===== src/rtl/sacs_map.svh =====
// Purpose: Offsets, fields, reset values and timing counts of the sequencer
// Assumes: APB byte addresses, one 32-bit word per register
// Notes:   Timing counts are in half cycles of the converter clock
`ifndef SACS_MAP_SVH
`define SACS_MAP_SVH

`define SACS_OFF_CTRL      8'h00
`define SACS_OFF_SELECT    8'h04
`define SACS_OFF_STATUS    8'h08
`define SACS_OFF_RES_LOW   8'h0c
`define SACS_OFF_RES_HIGH  8'h10

// Control fields
`define SACS_CTRL_ENABLE   0
`define SACS_CTRL_START    1
`define SACS_CTRL_AUTO     2
`define SACS_CTRL_FREE     3
`define SACS_CTRL_DIFF     4
`define SACS_CTRL_DIV_LO   5
`define SACS_CTRL_DIV_HI   7

// Status fields
`define SACS_STAT_DONE     0
`define SACS_STAT_BUSY     1
`define SACS_STAT_INVALID  2
`define SACS_STAT_FIRST    3
`define SACS_STAT_LOCK     4

`define SACS_CTRL_RESET    3'h0
`define SACS_SELECT_RESET  8'h00

// Half-cycle counts: 13, 25, 13.5 cycles long
`define SACS_NORM_LEN_X2   6'h1a
`define SACS_FIRST_LEN_X2  6'h32
`define SACS_AUTO_LEN_X2   6'h1b
// Sample points: 1.5, 13.5, 2 cycles
`define SACS_NORM_SH_X2    6'h03
`define SACS_FIRST_SH_X2   6'h1b
`define SACS_AUTO_SH_X2    6'h04
// One extra cycle for sync-clock alignment
`define SACS_DIFF_EXTRA_X2 6'h02

`endif


===== src/rtl/sacs_pkg.sv =====
// Purpose: Types shared by the sequencer modules
// Assumes: Constants live in sacs_map.svh
// Notes:   None
package sacs_pkg;

  typedef enum logic [1:0] {
    SACS_IDLE,
    SACS_WAIT_EDGE,
    SACS_CONVERT
  } sacs_phase_t;

  typedef struct packed {
    logic        psel;
    logic        penable;
    logic        pwrite;
    logic [7:0]  paddr;
    logic [31:0] pwdata;
  } sacs_apb_req_t;

  typedef struct packed {
    logic        pready;
    logic        pslverr;
    logic [31:0] prdata;
  } sacs_apb_rsp_t;

  typedef struct packed {
    logic       sample_hold;
    logic       conv_done;
    logic       sync_clk;
    logic [7:0] active_sel;
  } sacs_afe_t;

endpackage


===== src/rtl/sacs_prescaler.sv =====
// Purpose: Converter clock divider giving rise and fall enable pulses
// Assumes: Divide ratio is 2 to the power div_sel, at least 2
// Notes:   Held in reset while run is low; restart realigns the phase
`timescale 1ns/1ps
module sacs_prescaler #(
  parameter int CNT_W = 7
) (
  input  wire logic       pclk,
  input  wire logic       presetn,
  input  wire logic       run,
  input  wire logic       restart,
  input  wire logic [2:0] div_sel,
  output logic            tick_rise,
  output logic            tick_fall
);

  typedef struct packed {
    logic [CNT_W-1:0] cnt;
    logic             level;
    logic             rise;
    logic             fall;
  } sacs_presc_t;

  sacs_presc_t s_reg;
  sacs_presc_t s_next;
  logic [7:0]       full;
  logic [CNT_W-1:0] lim;

  always_comb begin
    full = 8'h01 << div_sel;
    lim  = (div_sel == 3'h0) ? CNT_W'(1) : CNT_W'(full[7:1]);
    s_next      = s_reg;
    s_next.rise = 1'b0;
    s_next.fall = 1'b0;
    if (!run) begin
      s_next.cnt   = '0;
      s_next.level = 1'b0;
    end else if (restart) begin
      s_next.cnt   = '0;
      s_next.level = 1'b1;
    end else if (s_reg.cnt == lim - CNT_W'(1)) begin
      s_next.cnt   = '0;
      s_next.level = ~s_reg.level;
      s_next.rise  = ~s_reg.level;
      s_next.fall  = s_reg.level;
    end else begin
      s_next.cnt = s_reg.cnt + CNT_W'(1);
    end
  end

  always_ff @(posedge pclk or negedge presetn) begin
    if (!presetn) begin
      s_reg <= '0;
    end else begin
      s_reg <= s_next;
    end
  end

  assign tick_rise = s_reg.rise;
  assign tick_fall = s_reg.fall;

endmodule // sacs_prescaler


===== src/rtl/sacs_top.sv =====
// Purpose: Conversion sequencer for a successive-approximation converter
// Assumes: APB slave, trigger from a pin, result from the analog side
// Notes:   Converter clock is an enable pulse pair from the prescaler
//
// Overview of operation
// - Normal conversion lasts thirteen converter cycles
// - First conversion after enable lasts 25
// - Sample at 1.5, first at 13.5
// - Completion stores result, sets flag, clears start
// - New start waits for next rising edge
// - Trigger resets the prescaler
// - Triggered: sample at 2, length 13.5
// - Three CPU cycles of trigger synchronisation
// - Free running restarts at once, start stays
// - Differential sample aligned to half-rate clock
// - Differential user start: 13 or 14 cycles
// - Free-running differential restarts take 14 cycles
// - Triggered differential invalid unless freshly enabled
// - Selection buffer frozen during conversion until its last converter cycle
// - Free-run reselection applies one conversion later
// - Start bit reads one while converting
// - Low byte read locks result until high
// - Prescaler held reset while disabled
// - Trigger edges during conversion are ignored
`timescale 1ns/1ps
`include "sacs_map.svh"
module sacs_top (
  input  wire logic                pclk,
  input  wire logic                presetn,
  input  wire sacs_pkg::sacs_apb_req_t apb_req,
  output sacs_pkg::sacs_apb_rsp_t  apb_rsp,
  input  wire logic                trigger_in,
  input  wire logic [9:0]          sar_result,
  output sacs_pkg::sacs_afe_t      afe
);
  import sacs_pkg::*;

  typedef struct packed {
    sacs_phase_t phase;
    logic [5:0]  cnt;
    logic [5:0]  len;
    logic [5:0]  sh;
    logic        enable;
    logic        start;
    logic        auto_en;
    logic        free_run;
    logic        diff;
    logic [2:0]  div_sel;
    logic [7:0]  sel_reg;
    logic [7:0]  active_sel;
    logic        first;
    logic        done_flag;
    logic        invalid_flag;
    logic        lock;
    logic [9:0]  result;
    logic        sync_clk;
    logic [2:0]  trig_s;
    logic        trig_stable;
    logic        sample_hold;
    logic        conv_done;
    logic        pready;
    logic        pslverr;
    logic [31:0] prdata;
  } sacs_state_t;

  sacs_state_t s_reg;
  sacs_state_t s_next;
  logic        tick_rise;
  logic        tick_fall;
  logic        restart;
  logic        trig_edge;
  logic        setup;
  logic        access;
  logic [5:0]  cnt_inc;

  sacs_prescaler #(
    .CNT_W (7)
  ) u_presc (
    .pclk      (pclk),
    .presetn   (presetn),
    .run       (s_reg.enable),
    .restart   (restart),
    .div_sel   (s_reg.div_sel),
    .tick_rise (tick_rise),
    .tick_fall (tick_fall)
  );

  always_comb begin
    s_next             = s_reg;
    s_next.sample_hold = 1'b0;
    s_next.conv_done   = 1'b0;
    s_next.pready      = 1'b0;
    s_next.pslverr     = 1'b0;
    setup   = apb_req.psel && !apb_req.penable;
    access  = apb_req.psel && apb_req.penable && s_reg.pready;
    cnt_inc = s_reg.cnt + 6'h01;

    s_next.trig_s = {s_reg.trig_s[1:0], trigger_in};
    if (s_reg.trig_s[1] == s_reg.trig_s[2]) begin
      s_next.trig_stable = s_reg.trig_s[2];
    end
    trig_edge = (s_reg.trig_s[1] == s_reg.trig_s[2]) && s_reg.trig_s[2] &&
                !s_reg.trig_stable;
    restart = trig_edge && s_reg.auto_en && s_reg.enable &&
              (s_reg.phase == SACS_IDLE);

    // Register read data and error
    if (setup) begin
      s_next.pready = 1'b1;
      s_next.prdata = 32'h0;
      if (apb_req.paddr == `SACS_OFF_CTRL) begin
        s_next.prdata[`SACS_CTRL_ENABLE] = s_reg.enable;
        s_next.prdata[`SACS_CTRL_START]  = s_reg.start;
        s_next.prdata[`SACS_CTRL_AUTO]   = s_reg.auto_en;
        s_next.prdata[`SACS_CTRL_FREE]   = s_reg.free_run;
        s_next.prdata[`SACS_CTRL_DIFF]   = s_reg.diff;
        s_next.prdata[`SACS_CTRL_DIV_HI:`SACS_CTRL_DIV_LO] = s_reg.div_sel;
      end else if (apb_req.paddr == `SACS_OFF_SELECT) begin
        s_next.prdata[7:0] = s_reg.sel_reg;
      end else if (apb_req.paddr == `SACS_OFF_STATUS) begin
        s_next.prdata[`SACS_STAT_DONE]    = s_reg.done_flag;
        s_next.prdata[`SACS_STAT_BUSY]    = s_reg.phase != SACS_IDLE;
        s_next.prdata[`SACS_STAT_INVALID] = s_reg.invalid_flag;
        s_next.prdata[`SACS_STAT_FIRST]   = s_reg.first;
        s_next.prdata[`SACS_STAT_LOCK]    = s_reg.lock;
        s_next.prdata[15:8]               = s_reg.active_sel;
      end else if (apb_req.paddr == `SACS_OFF_RES_LOW) begin
        s_next.prdata[7:0] = s_reg.result[7:0];
      end else if (apb_req.paddr == `SACS_OFF_RES_HIGH) begin
        s_next.prdata[1:0] = s_reg.result[9:8];
      end else begin
        s_next.pslverr = 1'b1;
      end
    end

    // Register writes and read side effects
    if (access && apb_req.pwrite) begin
      if (apb_req.paddr == `SACS_OFF_CTRL) begin
        s_next.enable   = apb_req.pwdata[`SACS_CTRL_ENABLE];
        s_next.auto_en  = apb_req.pwdata[`SACS_CTRL_AUTO];
        s_next.free_run = apb_req.pwdata[`SACS_CTRL_FREE];
        s_next.diff     = apb_req.pwdata[`SACS_CTRL_DIFF];
        s_next.div_sel  =
          apb_req.pwdata[`SACS_CTRL_DIV_HI:`SACS_CTRL_DIV_LO];
        if (!s_reg.enable && apb_req.pwdata[`SACS_CTRL_ENABLE]) begin
          s_next.first = 1'b1;
        end
        if (apb_req.pwdata[`SACS_CTRL_START] &&
            apb_req.pwdata[`SACS_CTRL_ENABLE] && s_reg.enable &&
            (s_reg.phase == SACS_IDLE) && !restart) begin
          s_next.start = 1'b1;
          s_next.phase = SACS_WAIT_EDGE;
        end
      end else if (apb_req.paddr == `SACS_OFF_SELECT) begin
        s_next.sel_reg = apb_req.pwdata[7:0];
      end else if (apb_req.paddr == `SACS_OFF_STATUS) begin
        if (apb_req.pwdata[`SACS_STAT_DONE]) begin
          s_next.done_flag = 1'b0;
        end
        if (apb_req.pwdata[`SACS_STAT_INVALID]) begin
          s_next.invalid_flag = 1'b0;
        end
      end
    end
    if (access && !apb_req.pwrite) begin
      if (apb_req.paddr == `SACS_OFF_RES_LOW) begin
        s_next.lock = 1'b1;
      end else if (apb_req.paddr == `SACS_OFF_RES_HIGH) begin
        s_next.lock = 1'b0;
      end
    end

    if (tick_rise) begin
      s_next.sync_clk = ~s_reg.sync_clk;
    end

    case (s_reg.phase)
      SACS_IDLE: begin
        s_next.active_sel = s_reg.sel_reg;
        if (restart) begin
          s_next.phase      = SACS_CONVERT;
          s_next.cnt        = 6'h00;
          s_next.start      = 1'b1;
          s_next.active_sel = s_reg.sel_reg;
          if (s_reg.first) begin
            s_next.len = `SACS_FIRST_LEN_X2;
            s_next.sh  = `SACS_FIRST_SH_X2;
          end else begin
            s_next.len = `SACS_AUTO_LEN_X2;
            s_next.sh  = `SACS_AUTO_SH_X2;
          end
          if (s_reg.diff && !s_reg.first) begin
            s_next.invalid_flag = 1'b1;
          end
        end
      end
      SACS_WAIT_EDGE: begin
        s_next.active_sel = s_reg.sel_reg;
        if (tick_rise) begin
          s_next.phase = SACS_CONVERT;
          s_next.cnt   = 6'h00;
          s_next.len = s_reg.first ? `SACS_FIRST_LEN_X2 : `SACS_NORM_LEN_X2;
          s_next.sh  = s_reg.first ? `SACS_FIRST_SH_X2 : `SACS_NORM_SH_X2;
          if (s_reg.diff && s_reg.sync_clk) begin
            s_next.len = s_next.len + `SACS_DIFF_EXTRA_X2;
            s_next.sh  = s_next.sh + `SACS_DIFF_EXTRA_X2;
          end
        end
      end
      SACS_CONVERT: begin
        // Stray tick after disable must not count
        if ((tick_rise || tick_fall) && s_reg.enable) begin
          s_next.cnt = cnt_inc;
          if (cnt_inc == s_reg.sh) begin
            s_next.sample_hold = 1'b1;
          end
          if (cnt_inc >= s_reg.len - 6'h02) begin
            s_next.active_sel = s_reg.sel_reg;
          end
          if (cnt_inc == s_reg.len) begin
            s_next.conv_done = 1'b1;
            s_next.done_flag = 1'b1;
            s_next.first     = 1'b0;
            if (!s_reg.lock) begin
              s_next.result = sar_result;
            end
            if (s_reg.auto_en && s_reg.free_run) begin
              s_next.cnt = 6'h00;
              s_next.len = `SACS_NORM_LEN_X2;
              s_next.sh  = `SACS_NORM_SH_X2;
              if (s_reg.diff) begin
                s_next.len = `SACS_NORM_LEN_X2 + `SACS_DIFF_EXTRA_X2;
                s_next.sh  = `SACS_NORM_SH_X2 + `SACS_DIFF_EXTRA_X2;
              end
            end else begin
              s_next.start = 1'b0;
              s_next.phase = SACS_IDLE;
            end
          end
        end
      end
      default: begin
        s_next.phase = SACS_IDLE;
      end
    endcase

    if (!s_reg.enable) begin
      s_next.phase    = SACS_IDLE;
      s_next.start    = 1'b0;
      s_next.cnt      = 6'h00;
      s_next.sync_clk = 1'b0;
    end
  end

  always_ff @(posedge pclk or negedge presetn) begin
    if (!presetn) begin
      s_reg         <= '0;
      s_reg.div_sel <= `SACS_CTRL_RESET;
      s_reg.sel_reg <= `SACS_SELECT_RESET;
      s_reg.phase   <= SACS_IDLE;
    end else begin
      s_reg <= s_next;
    end
  end

  assign apb_rsp.pready     = s_reg.pready;
  assign apb_rsp.pslverr    = s_reg.pslverr;
  assign apb_rsp.prdata     = s_reg.prdata;
  assign afe.sample_hold    = s_reg.sample_hold;
  assign afe.conv_done      = s_reg.conv_done;
  assign afe.sync_clk       = s_reg.sync_clk;
  assign afe.active_sel     = s_reg.active_sel;
endmodule // sacs_top

===== config.mk =====
export PLATFORM = sky130hd
export DESIGN_NAME = sacs_top
export DESIGN_NICKNAME = d
export VERILOG_FILES = /design/src/rtl/sacs_pkg.sv /design/src/rtl/sacs_prescaler.sv /design/src/rtl/sacs_top.sv
export VERILOG_INCLUDE_DIRS = /design/src /design/src/rtl
export SDC_FILE = /design/constraint.sdc
export NUM_CORES = 1
export LEC_CHECK = 0
export BUFFER_PORTS_ARGS = -buffer_cell sky130_fd_sc_hd__buf_2
export CORE_MARGIN = 2
export CORE_UTILIZATION = 50
export CTS_CLUSTER_SIZE = 10
export DETAILED_ROUTE_END_ITERATION = 10
export GPL_TIMING_DRIVEN = 1
export PLACE_DENSITY = 0.8
export SYNTH_ARGS = -nofsm -noshare
export SYNTH_HDL_FRONTEND = slang
export SYNTH_HIERARCHICAL = 1
export SYNTH_SLANG_ARGS = --single-unit

===== constraint.sdc =====
create_clock -name pclk -period 6.7 [get_ports pclk]
set_input_delay 0 -clock pclk [delete_from_list [all_inputs] [get_ports pclk]]
set_output_delay 0 -clock pclk [all_outputs]
set_load 0.02 [all_outputs]

==> qor.txt, run 1 <==
fin nets: 634
Critical Path End Type: flip-flop
pin count of the biggest net entering global routing: 67
Yosys top cell area share: 42.1%
Resize count post-CTS: 0
Area growth, synth to finish: 9.46%
# clock sinks: 90
number of remaining DRC errors: 0
DRT iter0 DRCs: 261
CTS Buf Count: 9
fraction of synthesized cell area in xor and xnor cells: 4.21%
Die Ht: 107 µm
total global-route track usage: 21.4%
simple-gate share of the synthesized area: 15.5%
drt wl/cell: 16.6 µm
Avg Cell Area, Syn: 10.3 µm²
FF+latch count, synth: 90
adder-cell share of the synthesized area: 3.51%
count leader, synth: dfrtp_1
Setup Skew: 0.0113 ns
Final Power: 0.975 mW
Initial Util: 51.6%
Crit path top cell by count: ha_1
leakage: 2.82 nW
Routed WL: 11700 µm
register area share after synthesis: 42.1%
top post-synthesis cells by area: dfrtp_1 42%, buf_4 6.3%, mux2_2 5.9%
mapped cell area: 5350 µm²
vias per cell: 5.84
VDD IR max: 0.000116 V
Power Density: 166 nW/µm²
Buf/Inv on CP: 0
vias in the first global route: 4075
arrival time worst endpoint: 3.46 ns
max-slew violations: 0
global-route wire length before repair: 19600 µm
number of I/O pins: 101
setup TNS: 0 ns
status: complete, no violations
final-report hold violation count: 0
Ys Warns: 6
CTS tree: built
Synth area leader: dfrtp_1
largest family of logic cells by synthesized area: compound AO/OA/AOI/OAI gates
Antenna Cells: 0
Fmax: 312 MHz
vias after detailed routing: 4114
Critical Path RT: 6.96 ns
# fillers: 862
Pre-antenna DRT Iters: 5
Worst-path clk slew: 0.10 ns
Max-Cap Viols: 0
post-route clock period utilization: 47.9%
setup violators final: 0
HP Class: in -> async
RSZ-0062 raised after global routing: false
maximum clock path buffer count: 2
gp weighted congestion: 0.843
CP Cell Sequence: ha_1 > ha_1 > nor2b_1 > o2111ai_1 > o31ai_1 > nor3_1 > a211o_1
Max-slew headroom: 23.3%
Final ANT Viol Nets: 0
delay-heaviest family, CP: compound AO/OA/AOI/OAI gates
IO Port Bufs: 60
row count: 37
CTS H-Tree Depth: 3
Largest register FFs: 49
mux contribution to synthesized area: 8.83%
crit start category: flip-flop
library cells used by synthesis: 72
initial antenna violation count: 0
ys flop type: dfrtp_1
compound-gate portion of the synthesized area: 16.2%
Core Region: 10400 µm²
HPWL Detailed: 8340 µm
Cells after Synth: 521
Die Span X: 107 µm
share of cells above drive strength 1: 22.9%
shortest period the worst path allows: 3.21 ns
Clock Tree Root: clkbuf_8
Worst Setup Path Type: reg -> reg
DIE AREA: 11600 µm²
grt ovf: 0
most common library cells after synthesis: 90 x dfrtp_1, 45 x buf_4, 33 x nand2_1
asr flop ratio synth: 100%
slowest cell delay on critical path: 1.05 ns
EDFF count, synth: 0
Slew @ Worst Pin: 1.14 ns
Skew-Pair Late Insertion Delay: 0.37 ns
critical path fanouts, max: 9
Slowest-stage cell, CP: o31ai_1
==> worst paths after layout <==
path,to,depth (start not counted),startpoint,slack (ns)
max in group asynchronous,s_reg[79],3,presetn,5.52
setup reg to reg,s_reg[96],7,s_reg[91],3.49
hold / removal,s_reg[44],2,presetn,0.07
hold reg to reg,s_next[39],0,s_next[38],0.36
setup / recovery,s_reg[96],7,s_reg[91],3.49
min in group pclk,s_reg[51],3,apb_req[35],0.10
==> layer usage <==
layer / GRT usage [%] / part of all wire [%] / vias to the layer above / routed length [µm]
li1: - / - / 1897 / -
met1: 26.6 / 40 / 2023 / 4670
met2: 36.3 / 51 / 169 / 5930
met3: 4.54 / 7.0 / 25 / 822
met4: 8.33 / 2.3 / 0 / 267
met5: 0 / 0 / - / 0
==> cells by family (layout without fill, tap and decap cells) <==
kind of cell | Yosys count | after routing
flops | 90 | 90
buf+inv | 85 | 117
simple gates | 152 | 152
xor+xnor | 24 | 24
compound gates | 114 | 114
mux | 40 | 40
other cells | 1 | 16
fa+ha+maj | 15 | 15
==> power by group <==
| part | switching [mW] | internal (mW) |
|---|---|---|
| Combinational | 0.0370 | 0.0219 |
| Sequential | 0.00241 | 0.546 |
| Clock | 0.214 | 0.154 |
==> final cells by class <==
type                       count  area (µm²)  share of cell area [%]
tap                          136         170                    2.90
multi-input combinational    361        2650                    45.1
clock buffer                  10         138                    2.35
sequential                    90        2250                    38.4
timing repair buffer          83         531                    9.05
clock inverter                 6        57.6                   0.982
inverter                      18        67.6                    1.15
==> per-stage QoR <==
stage	worst slack (ns)	area, µm²	hold slack, ns	cells	util (%)
global route	3.17	5860	0.0849	704	56.5
floorplan	4.11	5410	-0.296	536	-
detailed placement	3.53	5450	-0.0894	666	52.5
CTS	3.52	5860	0.0721	704	56.5
global placement	3.59	5450	-0.0927	666	52.5
finish	3.49	5860	0.0677	704	56.5
==> what timing repair did <==
action / in CTS / in global routing
hold endpoints to repair: 53 / 0
setup buffers: 0 / 0
hold buffers: 22 / 0
==> layout by cell type, fill, tap and decap left out, drive strengths merged, types with 18 or more instances in the layout <==
cell type	count
mux2	28
buf	61
inv	22
o21ai	18
nor2	32
dlygate4sd3	22
nand2	33
a21oi	22
dfrtp	90
==> worst reg2reg max path: stages, from the launching register on <==
cell and delay [ns]:
dfrtp_1 0.47, ha_1 0.38, ha_1 0.31, nor2b_1 0.14, o2111ai_1 0.36, o31ai_1 1.05
nor3_1 0.09, a211o_1 0.31
No activity file was read; power rests on OpenSTA's default activity.
==> run 2, diff against run 1 <==
PLACE_DENSITY = 0.83   (was 0.8)
clock period = 2.7 ns   (was 6.7 ns; I/O delays follow)
==> qor.txt, run 2 (synthesized netlist as in run 1, its figures left out) <==
Pre-antenna DRT Iters: 6
Worst Setup Path Type: reg -> reg
number of I/O pins: 101
number of remaining DRC errors: 0
row count: 37
leading cell type in the layout, fill and taps excluded: dfrtp_1
Antenna Cells: 0
total global-route track usage: 21.3%
max-slew violations: 0
internal power: 1.85 mW
Clock Tree Root: clkbuf_8
leakage: 2.92 nW
Area growth, synth to finish: 12.5%
status: complete, no violations
Place WS: -0.0597 ns
Hold Path End: s_reg[51]
DRT iter0 DRCs: 281
VDD IR max: 0.000247 V
fin nets: 651
# fillers: 839
HP Class: in -> reg
Comb power frac: 5.9%
DIE AREA: 11600 µm²
CTS Buf Count: 9
worst r2r src: s_reg[91]
switching share of power: 24.3%
setup slack after layout: 0.0981 ns
Post-Layout Cell Count: 721
setup TNS: 0 ns
setup violators final: 0
Hold Crit Depth: 3
initial antenna violation count: 0
maximum clock path buffer count: 2
pin count of the biggest net entering global routing: 91
Setup Skew: 0.0113 ns
Core Region: 10400 µm²
gp weighted congestion: 0.866
critical path fanouts, max: 9
drt wl/cell: 16.5 µm
worst r2r dst: s_reg[96]
IO Port Bufs: 60
vias after detailed routing: 4183
Die Ht: 107 µm
Reg2Reg Setup Slack: 0.1 ns
shortest period the worst path allows: 2.60 ns
Largest register FFs: 49
Critical Path RT: 2.95 ns
Fmax: 384 MHz
post-route clock period utilization: 96.4%
Inst Count DP: 682
Switching Power: 0.593 mW
hold_sp: apb_req[35]
arrival time worst endpoint: 2.85 ns
Power Density: 405 nW/µm²
Critical Path End Type: flip-flop
# clock sinks: 90
clock share of power: 38.4%
worst r2r path cells: 9
Slew @ Worst Pin: 1.11 ns
HPWL Detailed: 8550 µm
hold slack final: 0.0985 ns
Max-Cap Viols: 0
final-report hold violation count: 0
most frequent cells in the layout: 89 x dfrtp_1, 59 x buf_2, 33 x nand2_1, 28 x mux2_2, 25 x nor2_1
vias per cell: 5.80
Final ANT Viol Nets: 0
sequential share of power: 55.7%
Initial Util: 51.6%
global-route wire length before repair: 19600 µm
Finished Core Util: 58.1%
Worst-path clk slew: 0.09 ns
crit start category: flip-flop
CTS tree: built
Die Span X: 107 µm
Skew-Pair Late Insertion Delay: 0.36 ns
vias in the first global route: 4088
grt ovf: 0
CTS H-Tree Depth: 3
Routed WL: 11900 µm
Max-slew headroom: 25.8%
share of cells above drive strength 1: 25.8%
run 2: repair_timing:
action                     in CTS  in global routing
hold endpoints to repair      120                  0
setup endpoints to repair       8                 31
buffers inserted                0                  1
pin swaps                       0                  1
resized for setup               1                  5
hold buffers                   22                  0
run 2: how the worst max path moves through the flow:
stage | cells after the start | endpoint | start
final | 9 | s_reg[96] | s_reg[91]
after global routing | 9 | s_reg[96] | s_reg[91]
after CTS | 8 | s_reg[96] | s_reg[91]
after detailed placement | 9 | afe[6] | s_reg[91]
after global placement | 9 | afe[7] | s_reg[93]
after floorplan | 7 | s_reg[96] | s_reg[91]
run 2: final cells by class:
| class | count | area (µm²) | area share [%] |
|---|---|---|---|
| clock buffer | 10 | 128 | 2.12 |
| sequential | 90 | 2250 | 37.4 |
| clock inverter | 6 | 76.3 | 1.27 |
| multi-input combinational | 361 | 2670 | 44.3 |
| inverter | 18 | 67.6 | 1.12 |
| timing repair buffer | 100 | 662 | 11.0 |
| tap | 136 | 170 | 2.82 |
run 2: layer usage:
metal	vias up	track usage (%)	wire length, µm
li1	1936	-	-
met5	-	0	0
met3	23	5.15	820
met1	2066	26.6	4770
met2	158	36.7	6120
met4	0	6.14	180
run 2: power groups by stage:
stage               clock, mW  sequential (mW)  combinational (mW)
floorplan                   0             1.39              0.0797
finish                  0.938             1.36               0.144
detailed placement          0             1.39               0.120
CTS                     0.962             1.36               0.145
global placement            0             1.39               0.117
global route             1.02             1.36               0.161
run 2: worst max-delay path: stages, from the launching register on:
cell	delay [ns]
dfrtp_1	0.43
ha_1	0.24
buf_4	0.15
and3_1	0.17
a211oi_1	0.28
o2111ai_2	0.32
o31ai_1	0.33
buf_4	0.21
nor3_1	0.06
a211o_1	0.29
run 2: per-stage QoR:
| step | total power [mW] | instance area, µm² |
|---|---|---|
| 5_1_grt | 2.54 | 6030 |
| 3_5_place_dp | 1.51 | 5570 |
| 2_1_floorplan | 1.46 | 5410 |
| 6_report | 2.44 | 6030 |
| 3_3_place_gp | 1.50 | 5570 |
| 4_1_cts | 2.47 | 5990 |
